--- config.mk ---
export PLATFORM = sky130hd
export DESIGN_NAME = stq_sequencer
export DESIGN_NICKNAME = d
export VERILOG_FILES = /design/src/common/stq_pkg.sv /design/src/common/stq_brake_if.sv /design/src/hdl/stq_chan_filter.sv /design/src/hdl/stq_brake_ctrl.sv /design/src/hdl/stq_sequencer.sv
export SDC_FILE = /design/constraint.sdc
export NUM_CORES = 1
export LEC_CHECK = 0
export ABC_AREA = 0
export BUFFER_PORTS_ARGS = -buffer_cell sky130_fd_sc_hd__buf_2
export CAP_MARGIN = 20
export CORE_MARGIN = 1.5
export CORE_UTILIZATION = 55
export DETAILED_ROUTE_END_ITERATION = 7
export GPL_TIMING_DRIVEN = 0
export PLACE_DENSITY = 0.71
export RECOVER_POWER = 25
export SLEW_MARGIN = 20
export SYNTH_ARGS = -nofsm -noshare
export SYNTH_HDL_FRONTEND = slang
export SYNTH_SLANG_ARGS = --single-unit
--- constraint.sdc ---
create_clock -name clk_sys_i -period 6.05 [get_ports clk_sys_i]
set_input_delay 0.3025 -clock clk_sys_i [delete_from_list [all_inputs] [get_ports clk_sys_i]]
set_output_delay 0.3025 -clock clk_sys_i [all_outputs]
set_load 0.01 [all_outputs]
--- src/common/stq_pkg.sv ---
package stq_pkg;

   // ----------------------------------------------------------------
   // Time base
   // ----------------------------------------------------------------
   localparam int unsigned CLK_FREQ_MHZ   = 100;
   localparam int unsigned CYC_PER_US     = CLK_FREQ_MHZ;
   localparam int unsigned CYC_PER_MS     = 1000 * CYC_PER_US;

   // ----------------------------------------------------------------
   // Timing figures and their cycle counts
   // ----------------------------------------------------------------
   localparam int unsigned DISC_TIME_MS   = 100;   // Channel mismatch allowance
   localparam int unsigned DISC_CYC       = DISC_TIME_MS * CYC_PER_MS;
   localparam int unsigned OFF_RESP_MS    = 5;     // Stage off after a fall
   localparam int unsigned ON_RESP_US     = 1000;  // Rise registered within
   localparam int unsigned SEQ_DELAY_MS   = 10;    // Sequence delay bound
   localparam int unsigned ENAB_HOLD_MS   = 20;    // Enable low before restart; only flagged on enable_hold_met_o, restart not gated on it
   localparam int unsigned DROP_LO_US     = 500;   // Dropout at low supply
   localparam int unsigned DROP_NOM_US    = 1000;  // Dropout at nominal supply
   localparam int unsigned DROP_HI_US     = 1500;  // Dropout at high supply
   localparam int unsigned DROP_LO_CYC    = DROP_LO_US * CYC_PER_US;
   localparam int unsigned DROP_NOM_CYC   = DROP_NOM_US * CYC_PER_US;
   localparam int unsigned DROP_HI_CYC    = DROP_HI_US * CYC_PER_US;

   // ----------------------------------------------------------------
   // Widths and codes
   // ----------------------------------------------------------------
   localparam int unsigned FILT_W         = 18;
   localparam int unsigned DISC_W         = 24;
   localparam int unsigned MS_W           = 17;
   localparam int unsigned BRAKE_W        = 16;
   localparam int unsigned HOLD_W         = 8;
   localparam logic [1:0]  RANGE_LOW      = 2'h0;
   localparam logic [1:0]  RANGE_NOM      = 2'h1;
   localparam logic [1:0]  RANGE_HIGH     = 2'h2;

   // Sequencer states, Gray along the usual path
   typedef enum logic [2:0] {
      STQ_IDLE    = 3'h0,
      STQ_RELEASE = 3'h1,
      STQ_RUN     = 3'h3,
      STQ_ENGAGE  = 3'h2,
      STQ_CUT     = 3'h6
   } stq_state_t;

endpackage

--- src/common/stq_brake_if.sv ---
`timescale 1ns/1ps
interface stq_brake_if;
   logic ms_tick;
   logic release_cmd;
   logic released;
   logic engaged;
   modport ctrl  (output ms_tick, output release_cmd, input released, input engaged);
   modport brake (input ms_tick, input release_cmd, output released, output engaged);
endinterface

--- src/hdl/stq_chan_filter.sv ---
`timescale 1ns/1ps
module stq_chan_filter
   import stq_pkg::*;
#(
   parameter int unsigned LO_CYC  = DROP_LO_CYC,
   parameter int unsigned NOM_CYC = DROP_NOM_CYC,
   parameter int unsigned HI_CYC  = DROP_HI_CYC
)(
   input  wire logic       clk_sys_i,
   input  wire logic       sys_rst_i,
   input  wire logic       pin_i,
   input  wire logic [1:0] range_i,
   output logic            level_o
);

   logic              sync1;
   logic              sync2;
   logic              sync3;
   logic [FILT_W-1:0] low_cnt;
   logic [FILT_W-1:0] limit;

   // ----------------------------------------------------------------
   // Three-stage synchroniser
   // ----------------------------------------------------------------
   always_ff @(posedge clk_sys_i)
   begin
      if (sys_rst_i)
      begin
         sync1 <= 1'b0;
         sync2 <= 1'b0;
         sync3 <= 1'b0;
      end
      else
      begin
         sync1 <= pin_i;
         sync2 <= sync1;
         sync3 <= sync2;
      end
   end

   // Dropout window by supply range
   always_comb
   begin
      unique case (range_i)
         RANGE_LOW:  limit = FILT_W'(LO_CYC);
         RANGE_NOM:  limit = FILT_W'(NOM_CYC);
         RANGE_HIGH: limit = FILT_W'(HI_CYC);
         default:    limit = FILT_W'(LO_CYC);
      endcase
   end

   // Rise passes at once, fall only after the window
   always_ff @(posedge clk_sys_i)
   begin
      if (sys_rst_i)
      begin
         level_o <= 1'b0;
         low_cnt <= '0;
      end
      else if (sync2 == sync3)
      begin
         if (sync3)
         begin
            level_o <= 1'b1;
            low_cnt <= '0;
         end
         else if (level_o)
         begin
            if (low_cnt >= limit)
               level_o <= 1'b0;
            else
               low_cnt <= low_cnt + FILT_W'(1);
         end
         else
            low_cnt <= '0;
      end
   end

endmodule

--- src/hdl/stq_brake_ctrl.sv ---
`timescale 1ns/1ps
module stq_brake_ctrl
   import stq_pkg::*;
(
   input  wire logic               clk_sys_i,
   input  wire logic               sys_rst_i,
   stq_brake_if.brake              bif,
   input  wire logic [BRAKE_W-1:0] release_delay_ms_i,
   input  wire logic [BRAKE_W-1:0] engage_delay_ms_i,
   output logic                    brake_drive_o
);

   logic               cmd_q;
   logic [BRAKE_W:0]   ms_cnt;
   logic               done;

   // ----------------------------------------------------------------
   // Brake drive and delay count
   // ----------------------------------------------------------------
   always_ff @(posedge clk_sys_i)
   begin
      if (sys_rst_i)
      begin
         cmd_q         <= 1'b0;
         ms_cnt        <= '0;
         brake_drive_o <= 1'b0;
      end
      else if (bif.release_cmd != cmd_q)
      begin
         cmd_q         <= bif.release_cmd;
         ms_cnt        <= '0;
         brake_drive_o <= bif.release_cmd;
      end
      else if (bif.ms_tick && !done)
         ms_cnt <= ms_cnt + (BRAKE_W+1)'(1);
   end

   // Strictly more ticks than the delay, so it has fully elapsed
   assign done = cmd_q ? (ms_cnt > {1'b0, release_delay_ms_i})
                       : (ms_cnt > {1'b0, engage_delay_ms_i});

   // Released and engaged flags
   always_ff @(posedge clk_sys_i)
   begin
      if (sys_rst_i)
      begin
         bif.released <= 1'b0;
         bif.engaged  <= 1'b1;
      end
      else
      begin
         bif.released <= cmd_q && (bif.release_cmd == cmd_q) && done;
         bif.engaged  <= !cmd_q && (bif.release_cmd == cmd_q) && done;
      end
   end

endmodule

--- src/hdl/stq_sequencer.sv ---
`timescale 1ns/1ps
module stq_sequencer
   import stq_pkg::*;
#(
   parameter int unsigned MS_CYC       = CYC_PER_MS,
   parameter int unsigned DISC_LIMIT   = DISC_CYC,
   parameter int unsigned DROP_LO      = DROP_LO_CYC,
   parameter int unsigned DROP_NOM     = DROP_NOM_CYC,
   parameter int unsigned DROP_HI      = DROP_HI_CYC
)(
   input  wire logic               clk_sys_i,
   input  wire logic               sys_rst_i,
   input  wire logic               torque_cut_channel_a_i,
   input  wire logic               torque_cut_channel_b_i,
   input  wire logic               drive_enable_input_i,
   input  wire logic               bus_enable_i,
   input  wire logic               enable_from_bus_i,
   input  wire logic [1:0]         supply_range_i,
   input  wire logic [BRAKE_W-1:0] brake_release_delay_ms_i,
   input  wire logic [BRAKE_W-1:0] brake_engage_delay_ms_i,
   input  wire logic               error_clear_i,
   output logic                    output_stage_en_o,
   output logic                    setpoint_enable_o,
   output logic                    brake_drive_o,
   output logic                    discrepancy_error_o,
   output logic                    cut_while_active_error_o,
   output logic                    channel_a_level_o,
   output logic                    channel_b_level_o,
   output logic                    restart_armed_o,
   output logic                    enable_hold_met_o,
   output logic [2:0]              seq_state_o
);

   stq_brake_if    bif ();

   stq_state_t     state;
   stq_state_t     next_state;
   logic           chan_a;
   logic           chan_b;
   logic           both_high;
   logic           both_high_q;
   logic           cut_event;
   logic           mismatch;
   logic [DISC_W-1:0] disc_cnt;
   logic           disc_set;
   logic           en_sync1;
   logic           en_sync2;
   logic           en_sync3;
   logic           en_pin;
   logic           enable;
   logic           enable_q;
   logic           en_rise;
   logic [MS_W-1:0] ms_pre;
   logic           ms_tick;
   logic [HOLD_W-1:0] hold_cnt;
   logic           stage_active;

   // ----------------------------------------------------------------
   // Channel inputs
   // ----------------------------------------------------------------

   // Identical filters on both channels
   stq_chan_filter #(
      .LO_CYC  (DROP_LO),
      .NOM_CYC (DROP_NOM),
      .HI_CYC  (DROP_HI)
   ) u_filt_a (
      .clk_sys_i (clk_sys_i),
      .sys_rst_i (sys_rst_i),
      .pin_i     (torque_cut_channel_a_i),
      .range_i   (supply_range_i),
      .level_o   (chan_a)
   );

   stq_chan_filter #(
      .LO_CYC  (DROP_LO),
      .NOM_CYC (DROP_NOM),
      .HI_CYC  (DROP_HI)
   ) u_filt_b (
      .clk_sys_i (clk_sys_i),
      .sys_rst_i (sys_rst_i),
      .pin_i     (torque_cut_channel_b_i),
      .range_i   (supply_range_i),
      .level_o   (chan_b)
   );

   // Symmetric combinations of the two channels
   assign both_high = chan_a & chan_b;
   assign mismatch  = chan_a ^ chan_b;
   assign cut_event = both_high_q & !both_high;

   // Previous combined level
   always_ff @(posedge clk_sys_i)
   begin
      if (sys_rst_i)
         both_high_q <= 1'b0;
      else
         both_high_q <= both_high;
   end

   // ----------------------------------------------------------------
   // Drive enable input
   // ----------------------------------------------------------------

   // Pin synchroniser, change taken when stages two and three agree
   always_ff @(posedge clk_sys_i)
   begin
      if (sys_rst_i)
      begin
         en_sync1 <= 1'b0;
         en_sync2 <= 1'b0;
         en_sync3 <= 1'b0;
         en_pin   <= 1'b0;
      end
      else
      begin
         en_sync1 <= drive_enable_input_i;
         en_sync2 <= en_sync1;
         en_sync3 <= en_sync2;
         if (en_sync2 == en_sync3)
            en_pin <= en_sync3;
      end
   end

   // Source select, hardware pin or bus
   assign enable  = enable_from_bus_i ? bus_enable_i : en_pin;
   assign en_rise = enable & !enable_q;

   // Enable edge history
   always_ff @(posedge clk_sys_i)
   begin
      if (sys_rst_i)
         enable_q <= 1'b0;
      else
         enable_q <= enable;
   end

   // ----------------------------------------------------------------
   // Millisecond time base
   // ----------------------------------------------------------------
   always_ff @(posedge clk_sys_i)
   begin
      if (sys_rst_i)
         ms_pre <= '0;
      else if (ms_tick)
         ms_pre <= '0;
      else
         ms_pre <= ms_pre + MS_W'(1);
   end

   assign ms_tick     = (ms_pre == MS_W'(MS_CYC - 1));
   assign bif.ms_tick = ms_tick;

   // ----------------------------------------------------------------
   // Discrepancy monitor
   // ----------------------------------------------------------------

   // Mismatch duration, saturating
   always_ff @(posedge clk_sys_i)
   begin
      if (sys_rst_i)
         disc_cnt <= '0;
      else if (!mismatch)
         disc_cnt <= '0;
      else if (!disc_set)
         disc_cnt <= disc_cnt + DISC_W'(1);
   end

   // Set once the mismatch outlasts the allowance
   assign disc_set = mismatch && (disc_cnt >= DISC_W'(DISC_LIMIT));

   // ----------------------------------------------------------------
   // Error flags, set wins over clear
   // ----------------------------------------------------------------
   always_ff @(posedge clk_sys_i)
   begin
      if (sys_rst_i)
         discrepancy_error_o <= 1'b0;
      else if (disc_set)
         discrepancy_error_o <= 1'b1;
      else if (error_clear_i)
         discrepancy_error_o <= 1'b0;
   end

   always_ff @(posedge clk_sys_i)
   begin
      if (sys_rst_i)
         cut_while_active_error_o <= 1'b0;
      else if (cut_event && stage_active)
         cut_while_active_error_o <= 1'b1;
      else if (error_clear_i)
         cut_while_active_error_o <= 1'b0;
   end

   // ----------------------------------------------------------------
   // Restart arming
   // ----------------------------------------------------------------

   // Armed only with both channels high and the enable low
   always_ff @(posedge clk_sys_i)
   begin
      if (sys_rst_i)
         restart_armed_o <= 1'b0;
      else if (!both_high || discrepancy_error_o || state == STQ_RELEASE)
         restart_armed_o <= 1'b0;
      else if (!enable && (state == STQ_IDLE || state == STQ_CUT))
         restart_armed_o <= 1'b1;
   end

   // Enable low time since arming, informational
   always_ff @(posedge clk_sys_i)
   begin
      if (sys_rst_i)
         hold_cnt <= '0;
      else if (!restart_armed_o || enable)
         hold_cnt <= '0;
      else if (ms_tick && !enable_hold_met_o)
         hold_cnt <= hold_cnt + HOLD_W'(1);
   end

   assign enable_hold_met_o = (hold_cnt > HOLD_W'(ENAB_HOLD_MS));

   // ----------------------------------------------------------------
   // Sequencer
   // ----------------------------------------------------------------

   // Next state, one cycle per transition
   always_comb
   begin
      next_state = state;
      unique case (state)
         STQ_IDLE, STQ_CUT:
         begin
            if (restart_armed_o && en_rise && both_high)
               next_state = STQ_RELEASE;
         end
         STQ_RELEASE:
         begin
            if (!both_high || discrepancy_error_o)
               next_state = STQ_CUT;
            else if (!enable)
               next_state = STQ_ENGAGE;
            else if (bif.released)
               next_state = STQ_RUN;
         end
         STQ_RUN:
         begin
            if (!both_high || discrepancy_error_o)
               next_state = STQ_CUT;
            else if (!enable)
               next_state = STQ_ENGAGE;
         end
         STQ_ENGAGE:
         begin
            if (!both_high || discrepancy_error_o)
               next_state = STQ_CUT;
            else if (bif.engaged)
               next_state = STQ_IDLE;
         end
      endcase
   end

   // State register
   always_ff @(posedge clk_sys_i)
   begin
      if (sys_rst_i)
         state <= STQ_IDLE;
      else
         state <= next_state;
   end

   assign stage_active = output_stage_en_o;

   // Output stage and setpoint release
   always_ff @(posedge clk_sys_i)
   begin
      if (sys_rst_i)
      begin
         output_stage_en_o <= 1'b0;
         setpoint_enable_o <= 1'b0;
      end
      else
      begin
         output_stage_en_o <= (next_state == STQ_RELEASE) ||
                              (next_state == STQ_RUN) ||
                              (next_state == STQ_ENGAGE);
         setpoint_enable_o <= (next_state == STQ_RUN);
      end
   end

   // Brake command from the ordinary sequence
   always_ff @(posedge clk_sys_i)
   begin
      if (sys_rst_i)
         bif.release_cmd <= 1'b0;
      else
         bif.release_cmd <= (next_state == STQ_RELEASE) ||
                            (next_state == STQ_RUN);
   end

   stq_brake_ctrl u_brake (
      .clk_sys_i          (clk_sys_i),
      .sys_rst_i          (sys_rst_i),
      .bif                (bif),
      .release_delay_ms_i (brake_release_delay_ms_i),
      .engage_delay_ms_i  (brake_engage_delay_ms_i),
      .brake_drive_o      (brake_drive_o)
   );

   // ----------------------------------------------------------------
   // Status
   // ----------------------------------------------------------------
   assign channel_a_level_o = chan_a;
   assign channel_b_level_o = chan_b;
   assign seq_state_o       = state;

endmodule

==> run summary, run 1 <==
Clk pwr share - 51.1%
First-pass GRT wire length - 28.6 mm
P_sw - 0.000404 W
Upper clock frequency limit - 313 MHz
Synth cell types - 61
Filler cells - 1153
Mapped cell area - 7210 sq um
Post_cts resized - 0
Initial Util - 56.7%
Die Y - 117 microns
Share of the synthesized area in the top cell type - 35.5%
TritonCTS buffer count - 17
Number of global-route vias before repair - 6306
Power Dens Cells - 232 nW/um^2
VDD IR-drop max - 0.000199 V
Die area - 13800 sq um
Most area-hungry cell type in the Yosys netlist - dfxtp_1
Drt via density - 5.85
Hold depth - 2
WHS Endpoint - u_filt_a.sync1
Finished Core Util - 64.7%
Min-delay src - torque_cut_channel_a_i
H-tree levels - 4
Gate Count Post-Synth - 870
Switching share of power - 21.1%
Critical Path Sink Type - register
Met2 Resource Use GR - 43.1%
Post-synth EDFFs - 0
RSZ-0062 raised after global routing - no
Routed wire per std cell - 15.0 microns
Largest net degree at the start of global routing - 17
R2R setup slack - 3.05 ns
Worst Hold Margin - 0.101 ns
DRC errors left - 0
Grt met3 use - 5.81%
Fin crit period - 3.20 ns
DP Cell Count - 1095
Async set-reset flop share out of synthesis - 0%
Reg2reg start - u_brake.ms_cnt[11]
Worst Skew - 0.00593 ns
I/O pin count - 54
Final WL - 16.9 mm
Row cnt - 41
DR iter-0 viols - 647
Register bit total from synthesis - 128
Setup TNS - 0 ns
Worst R2R Path Depth - 9
Grt total ovfl - 0
Final Non-Filler Cells - 1122
Die W - 117 microns
Initial antenna violation count - 0
Slew Limit Headroom - 47.7%
P&R area growth vs syn - 14.2%
CTS tree - yes
Dominant cells by area after synthesis - dfxtp_1 36%, ha_1 11%, nor2_1 4.3%, inv_1 3.9%, nand2_1 3.3%
RePlAce Congestion - 0.844
Lkg Pwr - 3.21 nW
Clk pin slew, worst setup/hold paths - 0.06 ns
Worst hold path class - primary input to register
Worst-path maximum fanout - 10
Global Route met1 Usage - 31.0%
CTS Buffer Depth - 2
Commonest non-fill, non-tap cell in the layout - dfxtp_1
N_diodes - 0
HPWL after detailed placement - 12.3 mm
GR peak layer - met2
Total Power - 0.00191 W
Proportion of layout cells with a drive suffix above 1 - 9.05%
Max-cap violation count - 0
Postcts setup bufs - 0
Slew Limit Fails - 0
Drt pass-1 iters - 6
Syn_area_per_cell - 8.29 sq um
Period utilisation layout - 52.9%
Crit Path Class - primary input to register
WP data arrival - 3.48 ns
Synth warn - 0
Power share of the combinational group - 4.3%
Commonest cells after routing, fill and taps aside - 128 x dfxtp_1, 82 x nor2_1, 74 x inv_1
Sequential share of power - 44.6%
Clk root buf - clkbuf_16
Status - completed
Startpoint types - primary input
Pint - 0.00151 W
Sequential area share after synthesis - 35.5%
All-Layer GR Usage - 25.0%
Routed Antenna Nets - 0
Final setup viols - 0
Multi-input logic area - 4230 sq um
Ys flop type - dfxtp_1
Register area - 2560 sq um
Worst r2r dst - u_brake.ms_cnt[9]
Worst EP required - 6.33 ns
Cts hold-fix bufs - 0
Clk sink count - 128
Syn nets - 974
Worst slew pin tran - 0.778 ns
Core footprint - 12700 sq um
Final hold violations - 0
Worst-Skew Late Latency - 0.41 ns
Fin nets - 1046
Via count - 6559
# port buffers - 53
-- worst max-delay path, cell delays in order --
cell and delay (ns):
buf_2 0.10, inv_1 0.06, ha_1 0.16, clkbuf_1 0.39
inv_1 0.29, ha_1 0.33, nor4bb_1 0.14, o311ai_0 0.36
a21oi_1 0.13, o21ai_0 0.28, nand3_1 0.38, o311ai_0 0.42
o41ai_1 0.13
-- logic make-up (layout without fill, tap and decap cells) --
kind of cell / after synthesis / after routing / share of synthesized area (%)
AOI/OAI and AO/OA: 174 / 174 / 16.5
xor gates and xnor gates: 38 / 38 / 4.62
adders and majority gates: 62 / 62 / 10.8
buffers and inverters: 109 / 189 / 5.85
DFF: 128 / 128 / 35.5
muxes: 12 / 12 / 1.67
and+or+nand+nor: 347 / 347 / 25.0
-- power groups by stage --
stage / logic (W) / registers (W) / clock network (W)
5_1_grt: 0.0000941 / 0.000851 / 0.00102
2_1_floorplan: 0.0000510 / 0.000868 / 0
3_3_place_gp: 0.0000779 / 0.000869 / 0
6_report: 0.0000830 / 0.000851 / 0.000976
3_5_place_dp: 0.0000819 / 0.000869 / 0
4_1_cts: 0.0000828 / 0.000851 / 0.000989
-- registers in the layout (all words and copies together), names as in the netlist, 3 cells and up --
name / cells
disc_cnt: 24
u_filt_a.low_cnt: 18
u_filt_b.low_cnt: 18
ms_pre: 17
u_brake.ms_cnt: 17
hold_cnt: 8
seq_state_o: 3
-- Yosys cell counts, types with 23 or more instances --
| cell type | n |
|---|---|
| dfxtp_1 | 128 |
| o21ai_0 | 23 |
| o31ai_1 | 29 |
| nor3_1 | 24 |
| ha_1 | 62 |
| nand3_1 | 42 |
| xnor2_1 | 23 |
| inv_1 | 74 |
| nand2_1 | 63 |
| nor2_1 | 82 |
| clkbuf_1 | 28 |
| a21oi_1 | 39 |
| nand4_1 | 28 |
-- per-layer routing --
layer  routed length, microns  share of wire, %
met1                     7670                45
met2                     8280                49
met3                      762               4.5
met4                      151              0.90
met5                        0                 0
-- per-stage QoR --
stage / setup WS, ns / area [sq um]
after floorplan: 3.11 / 7210
after global placement: 2.54 / 7690
after detailed placement: 2.49 / 7690
after CTS: 2.90 / 8250
after global routing: 2.47 / 8240
final: 2.85 / 8240
-- cell type report --
class                      instances  share of cell area (%)
buffer                            35                    1.75
sequential                       128                    31.1
inverter                          74                    3.37
timing repair buffer              53                    3.04
tap                              172                    2.61
multi-input combinational        633                    51.4
clock buffer                      21                    5.71
clock inverter                     6                    1.05
-- worst max path at each step --
stage / from / endpoint
2_1_floorplan: supply_range_i[1] / u_filt_a.low_cnt[14]
3_3_place_gp: supply_range_i[1] / u_filt_a.low_cnt[9]
3_5_place_dp: supply_range_i[1] / u_filt_a.low_cnt[6]
4_1_cts: supply_range_i[1] / u_filt_b.low_cnt[9]
5_1_grt: supply_range_i[1] / u_filt_b.low_cnt[9]
6_report: supply_range_i[1] / u_filt_b.low_cnt[9]
(Power assumes the default switching activity.)
==> run 2, diff against run 1 <==
--- a/config.mk
+++ b/config.mk
@@ -5,14 +5,14 @@
 export SDC_FILE = /design/constraint.sdc
 export NUM_CORES = 1
 export LEC_CHECK = 0
-export ABC_AREA = 0
+export ABC_AREA = 1
 export BUFFER_PORTS_ARGS = -buffer_cell sky130_fd_sc_hd__buf_2
 export CAP_MARGIN = 20
 export CORE_MARGIN = 1.5
 export CORE_UTILIZATION = 55
 export DETAILED_ROUTE_END_ITERATION = 7
 export GPL_TIMING_DRIVEN = 0
-export PLACE_DENSITY = 0.71
+export PLACE_DENSITY = 0.73
 export RECOVER_POWER = 25
 export SLEW_MARGIN = 20
 export SYNTH_ARGS = -nofsm -noshare
==> constraint.sdc (replaced) <==
create_clock -name clk_sys_i -period 2.84 [get_ports clk_sys_i]
set_input_delay 0.142 -clock clk_sys_i [delete_from_list [all_inputs] [get_ports clk_sys_i]]
set_output_delay 0.142 -clock clk_sys_i [all_outputs]
set_load 0.01 [all_outputs]
==> run summary, run 2 <==
# port buffers - 53 (unchanged)
Final Non-Filler Cells - 1619 (was 1122)
DP Cell Count - 1583 (was 1095)
Syn nets - 1446 (was 974)
Critical Path Sink Type - register (unchanged)
Most frequent CP cell - nand2_1
Mapped cell area - 8580 sq um (was 7210 sq um)
Routed wire per std cell - 12.4 microns (was 15.0 microns)
Sequential share of power - 42.2% (was 44.6%)
HPWL after detailed placement - 15.0 mm (was 12.3 mm)
Ys flop type - dfxtp_1 (unchanged)
Share of the synthesized area in the top cell type - 29.9% (was 35.5%)
Crit Path Class - register to register (was primary input to register)
RSZ-0062 raised after global routing - no (unchanged)
Clk sink count - 128 (unchanged)
Final setup viols - 0 (unchanged)
Top-count cell post-synth - nand2_1 (was dfxtp_1)
Slew Limit Fails - 0 (unchanged)
Die W - 128 microns (was 117 microns)
DR iter-0 viols - 497 (was 647)
Upper clock frequency limit - 449 MHz
Max FFs per register - 24 (unchanged)
Register bit total from synthesis - 128 (unchanged)
Core footprint - 15200 sq um (was 12700 sq um)
Most flop-heavy register - disc_cnt (unchanged)
Clk root buf - clkbuf_16 (unchanged)
Pint - 0.00333 W (was 0.00151 W)
Commonest cells after routing, fill and taps aside - 317 x nand2_1, 211 x nor2_1, 190 x inv_1 (was 128 x dfxtp_1, 82 x nor2_1, 74 x inv_1)
Drt pass-1 iters - 6 (unchanged)
Fin crit period - 2.23 ns
Number of global-route vias before repair - 7537 (was 6306)
Worst Skew - 0.00655 ns (was 0.00593 ns)
Final WL - 20.1 mm (was 16.9 mm)
Most area-hungry cell type in the Yosys netlist - dfxtp_1 (unchanged)
Worst EP required - 3.16 ns (was 6.33 ns)
Power share of the combinational group - 11.6% (was 4.3%)
Filler cells - 1448 (was 1153)
Async set-reset flop share out of synthesis - 0% (unchanged)
Initial Util - 56.5% (was 56.7%)
Worst-path maximum fanout - 10 (unchanged)
Fin nets - 1522 (was 1046)
WP data arrival - 2.54 ns (was 3.48 ns)
Gate Count Post-Synth - 1342 (was 870)
Via count - 8454 (was 6559)
Power Dens Cells - 471 nW/um^2 (was 232 nW/um^2)
Crit-path cells - ha_1 -> nand2_1 -> nor4_1 -> a21oi_1 -> nand2_1 -> buf_2 -> nand4_1 -> nand2_1 -> nor2_1 (was buf_2 -> inv_1 -> ha_1 -> clkbuf_1 -> inv_1 -> ha_1 -> nor4bb_1 -> o311ai_0 -> a21oi_1 -> o21ai_0 -> nand3_1 -> o311ai_0 -> o41ai_1)
Drt via density - 5.22 (was 5.85)
DP Area - 9080 sq um (was 7690 sq um)
Syn_area_per_cell - 6.39 sq um (was 8.29 sq um)
Sequential area share after synthesis - 29.9% (was 35.5%)
Worst hold path class - primary input to register (unchanged)
Post_cts resized - 0 (unchanged)
Finished Core Util - 63.7% (was 64.7%)
I/O pin count - 54 (unchanged)
Period utilisation layout - 78.4%
Startpoint types - register (was primary input)
Synth warn - 0 (unchanged)
P_sw - 0.00123 W (was 0.000404 W)
N_diodes - 0 (unchanged)
Die Y - 128 microns (was 117 microns)
TritonCTS buffer count - 17 (unchanged)
Switching share of power - 27.0% (was 21.1%)
Status - completed (unchanged)
Design area - 9680 sq um (was 8240 sq um)
Postcts setup bufs - 0 (unchanged)
CTS Buffer Depth - 2 (unchanged)
Max-cap violation count - 0 (unchanged)
Initial antenna violation count - 0 (unchanged)
Final hold violations - 0 (unchanged)
VDD IR-drop max - 0.000456 V (was 0.000199 V)
P&R area growth vs syn - 12.8% (was 14.2%)
Lkg Pwr - 4.34 nW (was 3.21 nW)
Row cnt - 45 (was 41)
Dominant cells by area after synthesis - dfxtp_1 30%, nand2_1 14%, nor2_1 9.2%, ha_1 9.0%, inv_1 8.3% (was dfxtp_1 36%, ha_1 11%, nor2_1 4.3%, inv_1 3.9%, nand2_1 3.3%)
Largest registers - disc_cnt (24), u_filt_a.low_cnt (18), u_filt_b.low_cnt (18) (unchanged)
CTS tree - yes (unchanged)
Slowest stage cell, crit path - nor4_1 (was o311ai_0)
CP max stage delay - 0.51 ns (was 0.42 ns)
Grt total ovfl - 0 (unchanged)
DP Worst Slack - 0.444 ns (was 2.49 ns)
Commonest non-fill, non-tap cell in the layout - nand2_1 (was dfxtp_1)
Die area - 16400 sq um (was 13800 sq um)
Synth cell types - 44 (was 61)
Largest net degree at the start of global routing - 17 (unchanged)
Clk pwr share - 46.2% (was 51.1%)
Proportion of layout cells with a drive suffix above 1 - 8.18% (was 9.05%)
Worst setup margin - 0.613 ns (was 2.85 ns)
First-pass GRT wire length - 33.6 mm (was 28.6 mm)
Worst slew pin tran - 0.998 ns (was 0.778 ns)
Clk pin slew, worst setup/hold paths - 0.06 ns (about the same)
Post-synth EDFFs - 0 (unchanged)
Routed Antenna Nets - 0 (unchanged)
Post-synth top cells - 316 x nand2_1, 211 x nor2_1, 190 x inv_1 (was 128 x dfxtp_1, 82 x nor2_1, 74 x inv_1)
All-Layer GR Usage - 25.0% (about the same)
RePlAce Congestion - 0.898 (was 0.844)
H-tree levels - 4 (unchanged)
Setup TNS - 0 ns (unchanged)
Slew Limit Headroom - 33.0% (was 47.7%)
DRC errors left - 0 (unchanged)
Worst-Skew Late Latency - 0.42 ns (was 0.41 ns)
run 2: final timing paths:
kind	slack [ns]	cells past startpoint	startpoint	to
worst min register to register	0.40	2	u_filt_a.sync1	u_filt_a.sync2
worst max-delay path	0.61	9	u_brake.ms_cnt[10]	u_brake.ms_cnt[10]
worst min-delay path	0.02	4	error_clear_i	cut_while_active_error_o
worst max register to register	0.61	9	u_brake.ms_cnt[10]	u_brake.ms_cnt[10]
run 2: timing repair:
action	4_1_cts	5_1_grt
hold buffers	4	0
endpoints found under the setup margin	0	0
hold endpoints to repair	4	0
run 2: cells by family (layout without fill, tap and decap cells):
logic type,Yosys count,count (layout),synth area share [%]
fa+ha+maj,62,62,9.04
compound gates,117,117,7.61
simple gates,762,762,38.4
flops,128,128,29.9
buf+inv,230,319,10.7
xor+xnor,43,43,4.39
run 2: per-stage QoR:
| step | hold slack [ns] | power [W] |
|---|---|---|
| final | 0.0159 | 0.00456 |
| after global routing | 0.0457 | 0.00475 |
| after CTS | 0.0226 | 0.00459 |
| after detailed placement | 0.351 | 0.00249 |
| after global placement | 0.346 | 0.00248 |
| after floorplan | 0.231 | 0.00232 |
run 2: power groups by stage:
stage | clock network (W) | logic [W] | registers [W]
after detailed placement | 0 | 0.000530 | 0.00196
after CTS | 0.00213 | 0.000538 | 0.00192
final | 0.00211 | 0.000528 | 0.00192
after global routing | 0.00221 | 0.000604 | 0.00193
after global placement | 0 | 0.000523 | 0.00196
after floorplan | 0 | 0.000362 | 0.00196
run 2: critical path, delay by kind of cell, from the launching register on:
| kind | cells | cell delay (ns) |
|---|---|---|
| compound gates | 1 | 0.13 |
| fa+ha+maj | 1 | 0.34 |
| buf+inv | 1 | 0.25 |
| simple gates | 6 | 1.00 |
| flops | 1 | 0.40 |
run 2: layer usage:
layer / GRT usage [%] / wire, microns / vias up
met5: 0 / 0 / -
met3: 5.13 / 1060 / 17
met1: 33.4 / 9700 / 3784
met4: 4.89 / 146 / 0
met2: 42.1 / 9220 / 199
li1: - / - / 4454
run 2: area by class of cell:
class | instances | area [sq um] | share of cell area, %
multi-input combinational | 984 | 5100 | 52.7
sequential | 128 | 2560 | 26.5
inverter | 194 | 731 | 7.55
clock buffer | 21 | 470 | 4.86
timing repair buffer | 57 | 290 | 3.00
tap | 188 | 235 | 2.43
buffer | 36 | 188 | 1.94
clock inverter | 11 | 106 | 1.10
==> run 3, diff against run 2 <==
--- a/config.mk
+++ b/config.mk
@@ -12,7 +12,7 @@
 export CORE_UTILIZATION = 55
 export DETAILED_ROUTE_END_ITERATION = 7
 export GPL_TIMING_DRIVEN = 0
-export PLACE_DENSITY = 0.73
+export PLACE_DENSITY = 0.7
 export RECOVER_POWER = 25
 export SLEW_MARGIN = 20
 export SYNTH_ARGS = -nofsm -noshare
==> constraint.sdc (replaced) <==
create_clock -name clk_sys_i -period 2.2 [get_ports clk_sys_i]
set_input_delay 0.11 -clock clk_sys_i [delete_from_list [all_inputs] [get_ports clk_sys_i]]
set_output_delay 0.11 -clock clk_sys_i [all_outputs]
set_load 0.01 [all_outputs]
==> run summary, run 3 (same netlist as run 2, synthesis figures left out) <==
Status - completed (unchanged)
Upper clock frequency limit - 480 MHz (was 449 MHz)
Power share of the combinational group - 12.2% (was 11.6%)
P&R area growth vs syn - 14.6% (was 12.8%)
Worst-Skew Late Latency - 0.43 ns (was 0.42 ns)
Drt pass-1 iters - 8 (was 6)
Largest net degree at the start of global routing - 17 (unchanged)
# port buffers - 53 (unchanged)
Worst slew pin tran - 0.988 ns (was 0.998 ns)
Slew Limit Headroom - 33.6% (was 33.0%)
DRC errors left - 0 (unchanged)
TritonCTS buffer count - 17 (unchanged)
Clk pwr share - 45.3% (was 46.2%)
RSZ-0062 raised after global routing - yes (was no)
All-Layer GR Usage - 26.7% (was 25.0%)
Critical Path Sink Type - register (unchanged)
H-tree levels - 4 (unchanged)
Fin nets - 1528 (was 1522)
Crit Path Class - register to register (unchanged)
Final hold violations - 0 (unchanged)
Period utilisation layout - 94.7% (was 78.4%)
Grt total ovfl - 0 (unchanged)
Number of global-route vias before repair - 7676 (was 7537)
DP Cell Count - 1583 (unchanged)
N_diodes - 0 (unchanged)
P_sw - 0.00171 W (was 0.00123 W)
Worst hold path class - primary input to register (unchanged)
DR iter-0 viols - 772 (was 497)
Final Non-Filler Cells - 1625 (was 1619)
HPWL after detailed placement - 15.6 mm (was 15.0 mm)
Max-cap violation count - 0 (unchanged)
Initial Util - 56.5% (unchanged)
Worst Skew - 0.00732 ns (was 0.00655 ns)
Commonest non-fill, non-tap cell in the layout - nand2_1 (unchanged)
I/O pin count - 54 (unchanged)
Via count - 8513 (was 8454)
Total Power - 0.00584 W (was 0.00456 W)
Startpoint types - register (unchanged)
Clk root buf - clkbuf_16 (unchanged)
Proportion of layout cells with a drive suffix above 1 - 10.8% (was 8.18%)
Power Dens Cells - 593 nW/um^2 (was 471 nW/um^2)
Worst Hold Margin - 0.0944 ns (was 0.0159 ns)
Clk sink count - 128 (unchanged)
RePlAce Congestion - 0.929 (was 0.898)
Commonest cells after routing, fill and taps aside - 314 x nand2_1, 203 x nor2_1, 189 x inv_1 (was 317 x nand2_1, 211 x nor2_1, 190 x inv_1)
Die area - 16400 sq um (unchanged)
Final setup viols - 0 (unchanged)
Initial antenna violation count - 0 (unchanged)
Switching share of power - 29.3% (was 27.0%)
Drt via density - 5.24 (was 5.22)
WP data arrival - 2.41 ns (was 2.54 ns)
Worst EP required - 2.52 ns (was 3.16 ns)
Core footprint - 15200 sq um (unchanged)
Final WL - 21.3 mm (was 20.1 mm)
Pint - 0.00413 W (was 0.00333 W)
Routed Antenna Nets - 0 (unchanged)
Slew Limit Fails - 0 (unchanged)
Row cnt - 45 (unchanged)
CTS tree - yes (unchanged)
Fin crit period - 2.08 ns (was 2.23 ns)
Max FFs per register - 24 (unchanged)
Worst-path maximum fanout - 10 (unchanged)
Die W - 128 microns (unchanged)
Die Y - 128 microns (unchanged)
Largest registers - disc_cnt (24), u_filt_a.low_cnt (18), u_filt_b.low_cnt (18) (unchanged)
Most flop-heavy register - disc_cnt (unchanged)
Clk pin slew, worst setup/hold paths - 0.06 ns (about the same)
Sequential share of power - 42.5% (was 42.2%)
Lkg Pwr - 4.40 nW (was 4.34 nW)
VDD IR-drop max - 0.000619 V (was 0.000456 V)
CTS Buffer Depth - 2 (unchanged)
Routed wire per std cell - 13.1 microns (was 12.4 microns)
First-pass GRT wire length - 35.6 mm (was 33.6 mm)
-- run 3: cell types whose count changed in the layout (fill, tap and decap cells not counted), sizes merged --
cell,change
buf,+4
clkinvlp,-1
bufinv,-1
dlygate4sd3,+1
clkbuf,-3
clkinv,+1
inv,+5
-- run 3: area by class of cell --
| cell class | instances | area [sq um] |
|---|---|---|
| Clock inverter | 15 | 126 |
| Buffer | 36 | 205 |
| Clock buffer | 17 | 425 |
| Inverter | 194 | 731 |
| Timing Repair Buffer | 63 | 338 |
| Tap cell | 188 | 235 |
| Sequential cell | 128 | 2580 |
| Fill cell | 1431 | 5360 |
| Multi-Input combinational cell | 984 | 5190 |
-- run 3: what timing repair did --
action | 4_1_cts | 5_1_grt
pin swaps | 0 | 7
hold buffers | 5 | 0
cloned | 0 | 0
resized for setup | 2 | 48
setup endpoints to repair | 5 | 49
endpoints found under the hold margin | 6 | 0
buffers inserted | 0 | 5
-- run 3: metrics by stage --
| stage | TNS, ns | worst slack (ns) | util [%] | instance area, sq um |
|---|---|---|---|---|
| after detailed placement | -5.73 | -0.209 | 59.7 | 9080 |
| after CTS | 0 | 0.00319 | 63.8 | 9700 |
| after global placement | -4.61 | -0.180 | 59.7 | 9080 |
| after global routing | -0.136 | -0.0273 | 64.7 | 9840 |
| after floorplan | 0 | 0.335 | - | 8580 |
| final | 0 | 0.117 | 64.7 | 9840 |
-- run 3: path summary, 6_finish.rpt --
path,end,cells after the start,slack [ns],from
worst max-delay path,u_filt_b.low_cnt[10],14,0.12,u_filt_b.low_cnt[4]
worst min register to register,u_filt_b.sync2,2,0.40,u_filt_b.sync1
worst max register to register,u_filt_b.low_cnt[10],14,0.12,u_filt_b.low_cnt[4]
worst min-delay path,enable_q,4,0.09,bus_enable_i
-- run 3: metal layers --
metal	wire length (microns)	track usage, %	vias up	share of wire (%)
met5	0	0	-	0
met4	229	6.48	0	1.1
met3	1170	5.22	20	5.5
met2	9310	42.1	232	44
met1	10600	37.6	3795	50
li1	-	-	4466	-
-- run 3: power groups by stage --
stage          clock network, W  registers, W  logic, W
5_1_grt                 0.00279       0.00249  0.000818
4_1_cts                 0.00268       0.00248  0.000703
3_3_place_gp                  0       0.00253  0.000673
3_5_place_dp                  0       0.00253  0.000685
2_1_floorplan                 0       0.00253  0.000467
6_report                0.00264       0.00248  0.000715
-- run 3: critical path, stage by stage (launching register included) --
cell,delay [ns]
dfxtp_4,0.37
inv_1,0.05
ha_1,0.28
nand2_1,0.06
nor3_2,0.23
nand3_1,0.11
nor2_1,0.10
a21oi_1,0.08
nand2_2,0.11
nand2_4,0.10
nand2_4,0.13
inv_4,0.07
buf_6,0.15
nor2_1,0.11
nor2_1,0.05
